## src/verilog/rst_seq_pkg.sv

```systemverilog
// constants for the reset sequencer and reset-cause flag block
// assumes a 20 MHz system clock and a plain strobe register port
package rst_seq_pkg;
  // ---------------------------------------------------------------
  // register map (offsets chosen for this block)
  // ---------------------------------------------------------------
  localparam logic [1:0] ADDR_BROWNOUT_CONTROL = 2'h0;
  localparam logic [1:0] ADDR_POWER_CONTROL_FLAGS = 2'h1;
  localparam logic [1:0] ADDR_CORE_STATUS = 2'h2;
  localparam logic [1:0] ADDR_WATCHDOG_CONTROL = 2'h3;
  // ---------------------------------------------------------------
  // field positions
  // ---------------------------------------------------------------
  localparam int BIT_STACK_OVF = 7;
  localparam int BIT_STACK_UNF = 6;
  localparam int BIT_WINDOW_N = 5;
  localparam int BIT_WDOG_N = 4;
  localparam int BIT_PIN_N = 3;
  localparam int BIT_INSTR_N = 2;
  localparam int BIT_POR_N = 1;
  localparam int BIT_BOR_N = 0;
  localparam int BIT_TIMEOUT_N = 4;
  localparam int BIT_POWERDOWN_N = 3;
  localparam int BIT_SW_BOR_EN = 7;
  localparam int BIT_BOR_READY = 0;
  // ---------------------------------------------------------------
  // reset values
  // ---------------------------------------------------------------
  localparam logic [7:0] FLAGS_POR_VALUE = 8'h3C;
  localparam logic [7:0] WDOG_CTRL_RESET = 8'h00;
  localparam logic [15:0] VECTOR_RESET = 16'h0000;
  localparam logic [15:0] VECTOR_INTERRUPT = 16'h0004;
  // ---------------------------------------------------------------
  // timing
  // ---------------------------------------------------------------
  localparam int CLK_HZ = 20000000;
  localparam int POWER_UP_DELAY_MS = 64;
  localparam int POWER_UP_DELAY_CYCLES = POWER_UP_DELAY_MS * (CLK_HZ / 1000);
  localparam int RELEASE_CYCLES = 10;
  localparam int PIN_FILTER_CYCLES = 4;
  localparam int CNT_W = 24;
  typedef enum logic [2:0] {ST_HOLD, ST_DELAY, ST_WAIT_PIN, ST_RELEASE,
    ST_RUN} seq_state_type;
endpackage : rst_seq_pkg

```

## src/verilog/reset_startup_and_cause_flags.sv

```systemverilog
// reset sequencer: start-up gating and reset-cause flag registers
// assumes watchdog and core deliver one-cycle event pulses on i_mclk;
// supply and oscillator inputs are levels; the reset pin is asynchronous
//
// Contract
// - programming-mode exit acts as power-on reset
// - self-programming never resets the device
// - enabled delay holds reset 64 ms
// - delay enable is active low
// - delay counts after power-on and brown-out release
// - run needs delay, oscillator, pin released
// - timers run while pin held low
// - execution starts 10 cycles after pin release
// - resets load vector 0000h, wake continues
// - interrupt wake with enable goes to 0004h
// - only occurring cause flag changes
// - software flag writes cause no reset
// - stack fault flags set, firmware clears
// - window violation clears its flag
// - watchdog reset clears its flag
// - pin and instruction resets clear flags
// - power-on clears both, brown-out clears one
// - timeout and powerdown bits track sleep events
// - pin reset enabled by enable or programming
// - low pin holds reset, short pulses filtered
//
// The plain strobed port and the register offsets were decided locally.
`timescale 1ns/1ps
`default_nettype none
module reset_startup_and_cause_flags
  import rst_seq_pkg::*;
#(
  parameter int POWER_UP_CYCLES = POWER_UP_DELAY_CYCLES
) (
  // clock and reset
  input wire logic i_mclk,
  input wire logic i_sys_rst,
  // supply and configuration
  input wire logic i_power_on_reset,
  input wire logic i_brownout_reset,
  input wire logic i_power_up_delay_enable_n,
  input wire logic i_reset_pin_enable,
  input wire logic i_low_voltage_programming,
  input wire logic i_stack_fault_reset_enable,
  input wire logic i_serial_programming_mode,
  input wire logic i_brownout_ready,
  // oscillator start-up
  input wire logic i_osc_startup_needed,
  input wire logic i_osc_startup_done,
  // external reset pin (asynchronous)
  input wire logic i_external_reset_pin,
  // reset and wake events, one-cycle pulses, plus the interrupt enable level
  input wire logic i_watchdog_timeout,
  input wire logic i_window_violation,
  input wire logic i_reset_instr,
  input wire logic i_stack_overflow,
  input wire logic i_stack_underflow,
  input wire logic i_sleep_enter,
  input wire logic i_wake_watchdog,
  input wire logic i_wake_interrupt,
  input wire logic i_global_int_enable,
  input wire logic i_self_program,
  // register port
  input wire logic [1:0] i_addr,
  input wire logic [7:0] i_wdata,
  input wire logic i_wr,
  input wire logic i_rd,
  output logic [7:0] o_rdata,
  // core control
  output logic o_core_reset,
  output logic o_pin_as_input,
  output logic o_load_pc,
  output logic [15:0] o_pc_value,
  output logic [7:0] o_watchdog_control
);
  // -----------------------------------------------------------------
  // pin synchroniser and glitch filter
  // -----------------------------------------------------------------
  logic pin_meta;
  logic pin_sync;
  logic pin_filt;
  logic [2:0] filt_cnt;
  wire pin_function_on = i_reset_pin_enable | i_low_voltage_programming;
  wire pin_differs = pin_sync != pin_filt;
  // two stages before anything looks at the pin
  always_ff @(posedge i_mclk) begin
    pin_meta <= i_external_reset_pin;
    pin_sync <= pin_meta;
  end
  // level must hold for several cycles before the filter follows it
  always_ff @(posedge i_mclk) begin
    if (i_sys_rst) begin
      pin_filt <= 1'b1;
      filt_cnt <= 3'h0;
    end else if (!pin_differs) begin
      filt_cnt <= 3'h0;
    end else if (filt_cnt == 3'(PIN_FILTER_CYCLES - 1)) begin
      pin_filt <= pin_sync;
      filt_cnt <= 3'h0;
    end else begin
      filt_cnt <= filt_cnt + 3'h1;
    end
  end
  wire pin_low = pin_function_on & ~pin_filt;
  assign o_pin_as_input = ~pin_function_on;
  // -----------------------------------------------------------------
  // start-up sequencer
  // -----------------------------------------------------------------
  seq_state_type state;
  seq_state_type next_state;
  logic [CNT_W-1:0] delay_cnt;
  logic [3:0] rel_cnt;
  logic in_sleep;
  logic prog_prev;
  wire prog_exit = prog_prev & ~i_serial_programming_mode;
  wire cold = i_power_on_reset | prog_exit;
  wire supply_low = cold | i_brownout_reset | i_serial_programming_mode;
  // stack faults only reset when the configuration allows it
  wire stack_rst = i_stack_fault_reset_enable &
    (i_stack_overflow | i_stack_underflow);
  // self-programming is deliberately absent from the warm set
  wire warm = i_watchdog_timeout | i_window_violation | i_reset_instr |
    stack_rst;
  wire delay_done = i_power_up_delay_enable_n |
    (delay_cnt == CNT_W'(POWER_UP_CYCLES - 1));
  wire osc_ok = ~i_osc_startup_needed | i_osc_startup_done;
  always_comb begin
    next_state = state;
    case (state)
      ST_HOLD:
        if (!supply_low) next_state = ST_DELAY;
      ST_DELAY:
        if (delay_done && osc_ok) next_state = ST_WAIT_PIN;
      ST_WAIT_PIN:
        if (!pin_low) next_state = ST_RELEASE;
      ST_RELEASE:
        if (pin_low) next_state = ST_WAIT_PIN;
        else if (rel_cnt == 4'(RELEASE_CYCLES - 1)) next_state = ST_RUN;
      ST_RUN:
        if (pin_low || warm) next_state = ST_WAIT_PIN;
      default: next_state = ST_HOLD;
    endcase
    if (supply_low) next_state = ST_HOLD;
  end
  // delay counter runs regardless of the pin level
  always_ff @(posedge i_mclk) begin
    if (i_sys_rst) begin
      state <= ST_HOLD;
      delay_cnt <= '0;
      rel_cnt <= 4'h0;
      prog_prev <= 1'b0;
    end else begin
      state <= next_state;
      prog_prev <= i_serial_programming_mode;
      delay_cnt <= (state != ST_DELAY) ? '0 :
        delay_done ? delay_cnt : delay_cnt + CNT_W'(1);
      rel_cnt <= (state == ST_RELEASE) ? rel_cnt + 4'h1 : 4'h0;
    end
  end
  assign o_core_reset = state != ST_RUN;
  // -----------------------------------------------------------------
  // program counter steering
  // -----------------------------------------------------------------
  wire run_start = state == ST_RELEASE && next_state == ST_RUN;
  wire int_vector = in_sleep & i_wake_interrupt & i_global_int_enable;
  always_ff @(posedge i_mclk) begin
    if (i_sys_rst) begin
      o_load_pc <= 1'b0;
      o_pc_value <= VECTOR_RESET;
    end else begin
      o_load_pc <= run_start | int_vector;
      o_pc_value <= int_vector ? VECTOR_INTERRUPT : VECTOR_RESET;
    end
  end
  // -----------------------------------------------------------------
  // cause flags: set and clear per bit
  // -----------------------------------------------------------------
  logic [7:0] flags;
  logic [7:0] status;
  logic sw_bor_en;
  wire wr_flags = i_wr && i_addr == ADDR_POWER_CONTROL_FLAGS;
  wire wr_status = i_wr && i_addr == ADDR_CORE_STATUS;
  wire pin_fall = state == ST_RUN && pin_low;
  wire pin_in_sleep = in_sleep & pin_low;
  logic [7:0] hw_set;
  logic [7:0] hw_clr;
  always_comb begin
    hw_set = 8'h00;
    hw_clr = 8'h00;
    hw_set[BIT_STACK_OVF] = i_stack_overflow;
    hw_set[BIT_STACK_UNF] = i_stack_underflow;
    hw_clr[BIT_WINDOW_N] = i_window_violation;
    hw_clr[BIT_WDOG_N] = i_watchdog_timeout;
    hw_clr[BIT_PIN_N] = pin_fall | pin_in_sleep;
    hw_clr[BIT_INSTR_N] = i_reset_instr;
    hw_clr[BIT_POR_N] = cold;
    hw_clr[BIT_BOR_N] = cold | i_brownout_reset;
  end
  // hardware events win over a same-cycle software write
  genvar b;
  generate
    for (b = 0; b < 8; b++) begin : g_flag
      always_ff @(posedge i_mclk) begin
        if (i_sys_rst) flags[b] <= FLAGS_POR_VALUE[b];
        else if (hw_set[b]) flags[b] <= 1'b1;
        else if (hw_clr[b]) flags[b] <= 1'b0;
        else if (wr_flags) flags[b] <= i_wdata[b];
      end
    end
  endgenerate
  // timeout and powerdown bits; sleep tracker
  always_ff @(posedge i_mclk) begin
    if (i_sys_rst) begin
      status <= 8'h18;
      in_sleep <= 1'b0;
    end else begin
      if (cold) begin
        status[BIT_TIMEOUT_N] <= 1'b1;
        status[BIT_POWERDOWN_N] <= 1'b1;
      end else begin
        if (i_watchdog_timeout || (in_sleep && i_wake_watchdog))
          status[BIT_TIMEOUT_N] <= 1'b0;
        else if (wr_status) status[BIT_TIMEOUT_N] <= i_wdata[BIT_TIMEOUT_N];
        if (i_sleep_enter) status[BIT_POWERDOWN_N] <= 1'b0;
        else if (wr_status)
          status[BIT_POWERDOWN_N] <= i_wdata[BIT_POWERDOWN_N];
      end
      if (supply_low || pin_low || (in_sleep &&
          (i_wake_watchdog || i_wake_interrupt)))
        in_sleep <= 1'b0;
      else if (i_sleep_enter) in_sleep <= 1'b1;
    end
  end
  // software brownout enable and watchdog control storage
  always_ff @(posedge i_mclk) begin
    if (i_sys_rst) begin
      sw_bor_en <= 1'b1;
      o_watchdog_control <= WDOG_CTRL_RESET;
    end else begin
      if (i_wr && i_addr == ADDR_BROWNOUT_CONTROL)
        sw_bor_en <= i_wdata[BIT_SW_BOR_EN];
      if (i_wr && i_addr == ADDR_WATCHDOG_CONTROL)
        o_watchdog_control <= i_wdata;
    end
  end
  // -----------------------------------------------------------------
  // read port: data in the cycle after the strobe
  // -----------------------------------------------------------------
  logic [7:0] rd_mux;
  always_comb begin
    rd_mux = 8'h00;
    case (i_addr)
      ADDR_BROWNOUT_CONTROL: begin
        rd_mux[BIT_SW_BOR_EN] = sw_bor_en;
        rd_mux[BIT_BOR_READY] = i_brownout_ready;
      end
      ADDR_POWER_CONTROL_FLAGS: rd_mux = flags;
      ADDR_CORE_STATUS: begin
        rd_mux[BIT_TIMEOUT_N] = status[BIT_TIMEOUT_N];
        rd_mux[BIT_POWERDOWN_N] = status[BIT_POWERDOWN_N];
      end
      ADDR_WATCHDOG_CONTROL: rd_mux = o_watchdog_control;
      default: rd_mux = 8'h00;
    endcase
  end
  always_ff @(posedge i_mclk) begin
    if (i_sys_rst) o_rdata <= 8'h00;
    else o_rdata <= i_rd ? rd_mux : 8'h00;
  end
  // -----------------------------------------------------------------
  // checks
  // -----------------------------------------------------------------
  int unsigned release_wait;
  always_ff @(posedge i_mclk) begin
    if (i_sys_rst || state != ST_RELEASE) release_wait <= 0;
    else release_wait <= release_wait + 1;
  end
  release_count_a: assert property (@(posedge i_mclk) disable iff (i_sys_rst)
    $rose(state == ST_RUN) |-> $past(release_wait) == RELEASE_CYCLES - 1)
    else $error("release did not take ten cycles");
  hold_in_reset_a: assert property (@(posedge i_mclk) disable iff (i_sys_rst)
    supply_low |=> o_core_reset [*2])
    else $error("core left reset during supply hold");
  delay_start_a: assert property (@(posedge i_mclk) disable iff (i_sys_rst)
    state == ST_HOLD && !supply_low |=> state == ST_DELAY)
    else $error("delay not started after supply release");
  delay_bypass_a: assert property (@(posedge i_mclk) disable iff (i_sys_rst)
    state == ST_DELAY && i_power_up_delay_enable_n && osc_ok && !supply_low
    |=> state == ST_WAIT_PIN)
    else $error("disabled delay still waited");
  pin_holds_a: assert property (@(posedge i_mclk) disable iff (i_sys_rst)
    pin_low |=> o_core_reset)
    else $error("core ran with reset pin low");
  por_flags_a: assert property (@(posedge i_mclk) disable iff (i_sys_rst)
    cold |=> !flags[BIT_POR_N] && !flags[BIT_BOR_N])
    else $error("power-on flags not cleared");
  wdog_flag_a: assert property (@(posedge i_mclk) disable iff (i_sys_rst)
    i_watchdog_timeout |=> !flags[BIT_WDOG_N] && !status[BIT_TIMEOUT_N])
    else $error("watchdog flags not cleared");
  stack_flag_a: assert property (@(posedge i_mclk) disable iff (i_sys_rst)
    i_stack_overflow |=> flags[BIT_STACK_OVF])
    else $error("overflow flag not set");
  flag_keep_a: assert property (@(posedge i_mclk) disable iff (i_sys_rst)
    !wr_flags && hw_set == 8'h00 && hw_clr == 8'h00 |=> $stable(flags))
    else $error("flag changed without cause");
  int_vector_a: assert property (@(posedge i_mclk) disable iff (i_sys_rst)
    int_vector |=> o_load_pc && o_pc_value == VECTOR_INTERRUPT)
    else $error("interrupt vector not loaded");
  // cycles spent in the delay state, held at zero elsewhere
  int unsigned delay_wait;
  always_ff @(posedge i_mclk) begin
    if (i_sys_rst || state != ST_DELAY) delay_wait <= 0;
    else delay_wait <= delay_wait + 1;
  end
  delay_hold_a: assert property (
    @(posedge i_mclk) disable iff (i_sys_rst)
    state == ST_DELAY && next_state == ST_WAIT_PIN &&
    !i_power_up_delay_enable_n |-> delay_wait >= POWER_UP_CYCLES - 1)
    else $error("power-up delay cut short");
  self_prog_a: assert property (
    @(posedge i_mclk) disable iff (i_sys_rst)
    i_self_program && state == ST_RUN && !warm && !pin_low &&
    !supply_low |=> state == ST_RUN)
    else $error("self programming reset the core");
  flag_write_a: assert property (
    @(posedge i_mclk) disable iff (i_sys_rst)
    wr_flags && state == ST_RUN && !warm && !pin_low &&
    !supply_low |=> !o_core_reset)
    else $error("flag write reset the core");
  // with the stack reset disabled a fault only marks its flag
  stack_off_a: assert property (
    @(posedge i_mclk) disable iff (i_sys_rst)
    state == ST_RUN && !i_stack_fault_reset_enable && !pin_low &&
    !supply_low && !i_watchdog_timeout && !i_window_violation &&
    !i_reset_instr |=> state == ST_RUN)
    else $error("stack fault reset while disabled");
  reset_vector_a: assert property (
    @(posedge i_mclk) disable iff (i_sys_rst)
    run_start && !int_vector |=> o_load_pc &&
    o_pc_value == VECTOR_RESET)
    else $error("reset vector not loaded");
  window_flag_a: assert property (
    @(posedge i_mclk) disable iff (i_sys_rst)
    i_window_violation |=> !flags[BIT_WINDOW_N])
    else $error("window flag not cleared");
  instr_flag_a: assert property (
    @(posedge i_mclk) disable iff (i_sys_rst)
    i_reset_instr |=> !flags[BIT_INSTR_N])
    else $error("instruction flag not cleared");
  pin_flag_a: assert property (
    @(posedge i_mclk) disable iff (i_sys_rst)
    pin_fall |=> !flags[BIT_PIN_N])
    else $error("pin flag not cleared");
  bor_flag_a: assert property (
    @(posedge i_mclk) disable iff (i_sys_rst)
    i_brownout_reset |=> !flags[BIT_BOR_N])
    else $error("brownout flag not cleared");
  under_flag_a: assert property (
    @(posedge i_mclk) disable iff (i_sys_rst)
    i_stack_underflow |=> flags[BIT_STACK_UNF])
    else $error("underflow flag not set");
  sleep_pd_a: assert property (
    @(posedge i_mclk) disable iff (i_sys_rst)
    i_sleep_enter && !cold |=> !status[BIT_POWERDOWN_N])
    else $error("powerdown bit not cleared");
  wake_to_a: assert property (
    @(posedge i_mclk) disable iff (i_sys_rst)
    in_sleep && i_wake_watchdog && !cold |=> !status[BIT_TIMEOUT_N])
    else $error("timeout bit not cleared on wake");
  cold_status_a: assert property (
    @(posedge i_mclk) disable iff (i_sys_rst)
    cold |=> status[BIT_TIMEOUT_N] &&
    status[BIT_POWERDOWN_N])
    else $error("status bits not set on cold start");
  // a filtered edge needs four equal samples behind it
  pin_filter_a: assert property (
    @(posedge i_mclk) disable iff (i_sys_rst)
    $changed(pin_filt) |-> $past(pin_sync) == pin_filt &&
    $past(pin_sync, 4) == pin_filt)
    else $error("pin filter passed a short pulse");
  run_cover_c: cover property (@(posedge i_mclk) $rose(state == ST_RUN));
  wdog_cover_c: cover property (@(posedge i_mclk) i_watchdog_timeout);
  wake_cover_c: cover property (@(posedge i_mclk) int_vector);
  pin_cover_c: cover property (@(posedge i_mclk) pin_fall);
  prog_cover_c: cover property (@(posedge i_mclk) prog_exit);
endmodule : reset_startup_and_cause_flags
`default_nettype wire

```

## config.mk

```make
export PLATFORM = sky130hd
export DESIGN_NAME = reset_startup_and_cause_flags
export DESIGN_NICKNAME = d
export VERILOG_FILES = /design/src/verilog/rst_seq_pkg.sv /design/src/verilog/reset_startup_and_cause_flags.sv
export SDC_FILE = /design/constraint.sdc
export NUM_CORES = 1
export LEC_CHECK = 0
export ABC_AREA = 1
export BUFFER_PORTS_ARGS = -buffer_cell sky130_fd_sc_hd__buf_2
export CORE_MARGIN = 1
export CORE_UTILIZATION = 23
export CTS_CLUSTER_SIZE = 12
export DETAILED_ROUTE_END_ITERATION = 16
export GPL_TIMING_DRIVEN = 0
export PLACE_DENSITY = 0.49
export SLEW_MARGIN = 20
export SYNTH_ARGS = -nofsm -noshare
export SYNTH_HDL_FRONTEND = slang
export SYNTH_SLANG_ARGS = --single-unit
```

## constraint.sdc

```tcl
create_clock -name i_mclk -period 2.1 [get_ports i_mclk]
set_clock_uncertainty 0.2 [all_clocks]
set_input_delay 0.315 -clock i_mclk [delete_from_list [all_inputs] [get_ports i_mclk]]
set_output_delay 0.315 -clock i_mclk [all_outputs]
set_load 0.05 [all_outputs]
```

==> flow_metrics.py <==
metrics = {
    "global_route": {
        "grt_busiest_layer": "met2",
        "grt_usage_pct": 11.64,
        "met2_usage_pct": 18.85,
        "grt_use_met3_pct": 3.651,
        "antenna_found_initial": 0,
        "grt_pass1_vias": 3140,
        "grt_pass1_wl_um": 14590,
        "grt_use_met1_pct": 14.96,
        "grt-ovfl-total": 0,
        "grt_max_degree": 12,
    },
    "synthesis": {
        "seq_area_frac_synth_pct": 39.33,
        "yosysWarnings": 0,
        "ys_types": 34,
        "syn_area_um2": 3461,
        "syn_avg_cell_area_um2": 6.720,
        "async_reset_ff_share_pct": 0,
        "ys_ff_latch": 68,
        "synth_cells": 515,
        "synth_edf_count": 0,
        "synth_flop_cell": "dfxtp_1",
    },
    "cells_and_area": {
        "area_delta_synth_final_pct": 26.14,
        "nets": 635,
        "diodes": 0,
        "layout_common_cells": "nand2_1, dfxtp_1, nor2_1",
        "drive_gt1_share_pct": 16.83,
        "final_common_cell": "nand2_1",
        "final_core_util_pct": 29.92,
    },
    "floorplan": {
        "start_util_pct": 23.72,
        "design.core.area_um2": 14590,
        "num_rows": 44,
        "ios": 70,
        "die_height_um": 124.7,
        "die_area_um2": 15540,
        "fp.dieW_um": 124.7,
    },
    "place": {
        "io_buffers": 52,
        "pre_cts_ws_ns": -0.08227,
        "hpwl_um": 6646,
        "gp_congestion": 0.8661,
    },
    "sta": {
        "setup_ws_ns": 0.1993,
        "finalMaxSlewViolations": 0,
        "hold_ws_ns": 0.01677,
        "post-route-period-util_pct": 90.51,
        "hold_viol": 0,
        "max_freq_ghz": 0.5261,
        "setup_tns_ns": 0,
        "rsz0062_at_grt": "false",
        "period_minus_slack_ns": 1.901,
        "worst_pin_slew_ns": 0.5925,
        "max-slew-margin-rel_pct": 60.50,
        "setup_viol": 0,
    },
    "detailed_routing": {
        "drtIter0Drc": 180,
        "route.detailed.drc": 0,
        "wire_per_inst_um": 11.12,
        "wirelength_um": 8716,
        "firstDrtPassIters": 4,
        "postRouteAntennaNets": 0,
        "vias": 3412,
        "via_per_inst": 4.352,
    },
    "hold_path": {
        "whs_path_depth": 3,
        "holdPathEnd": "prog_prev",
        "hp-start": "i_serial_programming_mode",
        "min_path_type": "input pin to flop",
    },
    "pwr": {
        "power_leakage_nw": 1.890,
        "total_power_mw": 3.255,
        "ir_worst_vdd_v": 0.0003230,
        "p_per_area_nw_per_um2": 745.5,
    },
    "worst_setup_path": {
        "reg2reg_slack_ns": 0.20,
        "reg2reg_to": "delay_cnt[9]",
        "crit_path_end_kind": "flop",
        "worst_r2r_path_depth": 9,
        "r2r_start": "delay_cnt[0]",
        "cp.required_ns": 2.09,
        "path_class": "flop to flop",
        "start_kind": "flop",
        "cp_max_fo": 10,
        "cp.arrival_ns": 1.89,
    },
    "cts": {
        "clock_latency_ns": 0.33,
        "cts_tree": "yes",
        "cts.sinks": 68,
        "cts_max_level": 3,
        "cts_made_buffers": 9,
        "path_clk_slew_ns": 0.05,
        "root_buffer": "clkbuf_16",
        "cts_max_path_buffers": 2,
    },
    "status": {
        "status": "completed",
    },
    "job": {
        "cap_viol_max_count": 0,
    },
}
[state kept, by name (all words and copies together), names as in the netlist, 2 cells and up]
register and flops:
delay_cnt 24, flags 8, o_rdata 8, o_watchdog_control 8, rel_cnt 4, filt_cnt 3
state 3, status 2
[layout make-up]
| cell class | instances | area, um^2 |
|---|---|---|
| buffer | 27 | 190.2 |
| clock buffer | 12 | 246.5 |
| clock inverter | 4 | 72.57 |
| fill | 1593 | 10220 |
| inverter | 54 | 202.7 |
| multi-input combinational | 380 | 1772 |
| sequential | 68 | 1364 |
| tap | 184 | 230.2 |
| timing repair buffer | 55 | 287.8 |
[worst max-delay path: stages, from the launching register on]
cell and delay [ns]:
dfxtp_2 0.41, ha_4 0.21, nand3_2 0.16, nor2_4 0.14, nand3_2 0.12, nand2_4 0.15, inv_2 0.10, buf_6 0.15
nand2_1 0.07, a21oi_1 0.05
[logic make-up (layout without fill, tap and decap cells)]
family	Yosys count	after routing	share of synthesized area, %
AOI/OAI and AO/OA	71	71	10.92
xor gates and xnor gates	11	11	2.784
adders and majority gates	5	5	1.808
buffers and inverters	81	152	11.35
DFF	68	68	39.33
muxes	1	1	0.2892
other	1	15	0.1084
and+or+nand+nor	277	277	33.41
[repair_timing]
action | CTS | global route
hold endpoints to repair | 2 | 0
pin swaps | 0 | 1
endpoints found under the setup margin | 20 | 23
resized for setup | 2 | 2
hold buffers | 2 | 0
buffers inserted | 0 | 1
[worst max path at each step]
stage	from	end	slack [ns]	cells past startpoint
after floorplan	delay_cnt[0]	delay_cnt[19]	0.30	9
after global placement	delay_cnt[0]	delay_cnt[19]	-0.07	9
after detailed placement	delay_cnt[0]	delay_cnt[11]	-0.08	9
after CTS	delay_cnt[0]	delay_cnt[11]	0.03	9
after global routing	delay_cnt[0]	delay_cnt[9]	0.04	9
final	delay_cnt[0]	delay_cnt[9]	0.20	9
[metrics by stage]
stage | cells | area (um^2)
after floorplan | 529 | 3513
after detailed placement | 765 | 4004
final | 784 | 4365
after global routing | 784 | 4365
after global placement | 765 | 4004
after CTS | 783 | 4355
[where the power goes]
part	internal [mW]	total (mW)	switching (mW)
logic	0.0923	0.301	0.209
clock network	1.07	1.62	0.551
registers	1.32	1.33	0.0141
total	2.48	3.25	0.773
[synthesized netlist by cell type, drive strengths merged, types with 2 or more instances]
| library cell | count | share of area (%) |
|---|---|---|
| nor3 | 3 | 0.43 |
| xnor2 | 4 | 1.0 |
| buf | 22 | 5.0 |
| ha | 5 | 1.8 |
| o211ai | 3 | 0.65 |
| a21oi | 41 | 5.9 |
| o22ai | 2 | 0.36 |
| xor2 | 7 | 1.8 |
| o21ai | 22 | 3.3 |
| nand2 | 160 | 18 |
| clkbuf | 5 | 0.54 |
| nor2 | 67 | 7.8 |
| dfxtp | 68 | 39 |
| nand3b | 5 | 1.1 |
| inv | 53 | 5.7 |
| nand3 | 37 | 5.6 |
| nand4 | 3 | 0.54 |
[metal layers]
layer,vias up,wire [um],part of all wire (%)
met5,-,0,0
met1,1550,4125,47
met3,4,504,5.8
met4,0,24,0.28
met2,93,4062,47
li1,1765,-,-
No activity file was read; power rests on OpenSTA's default activity.
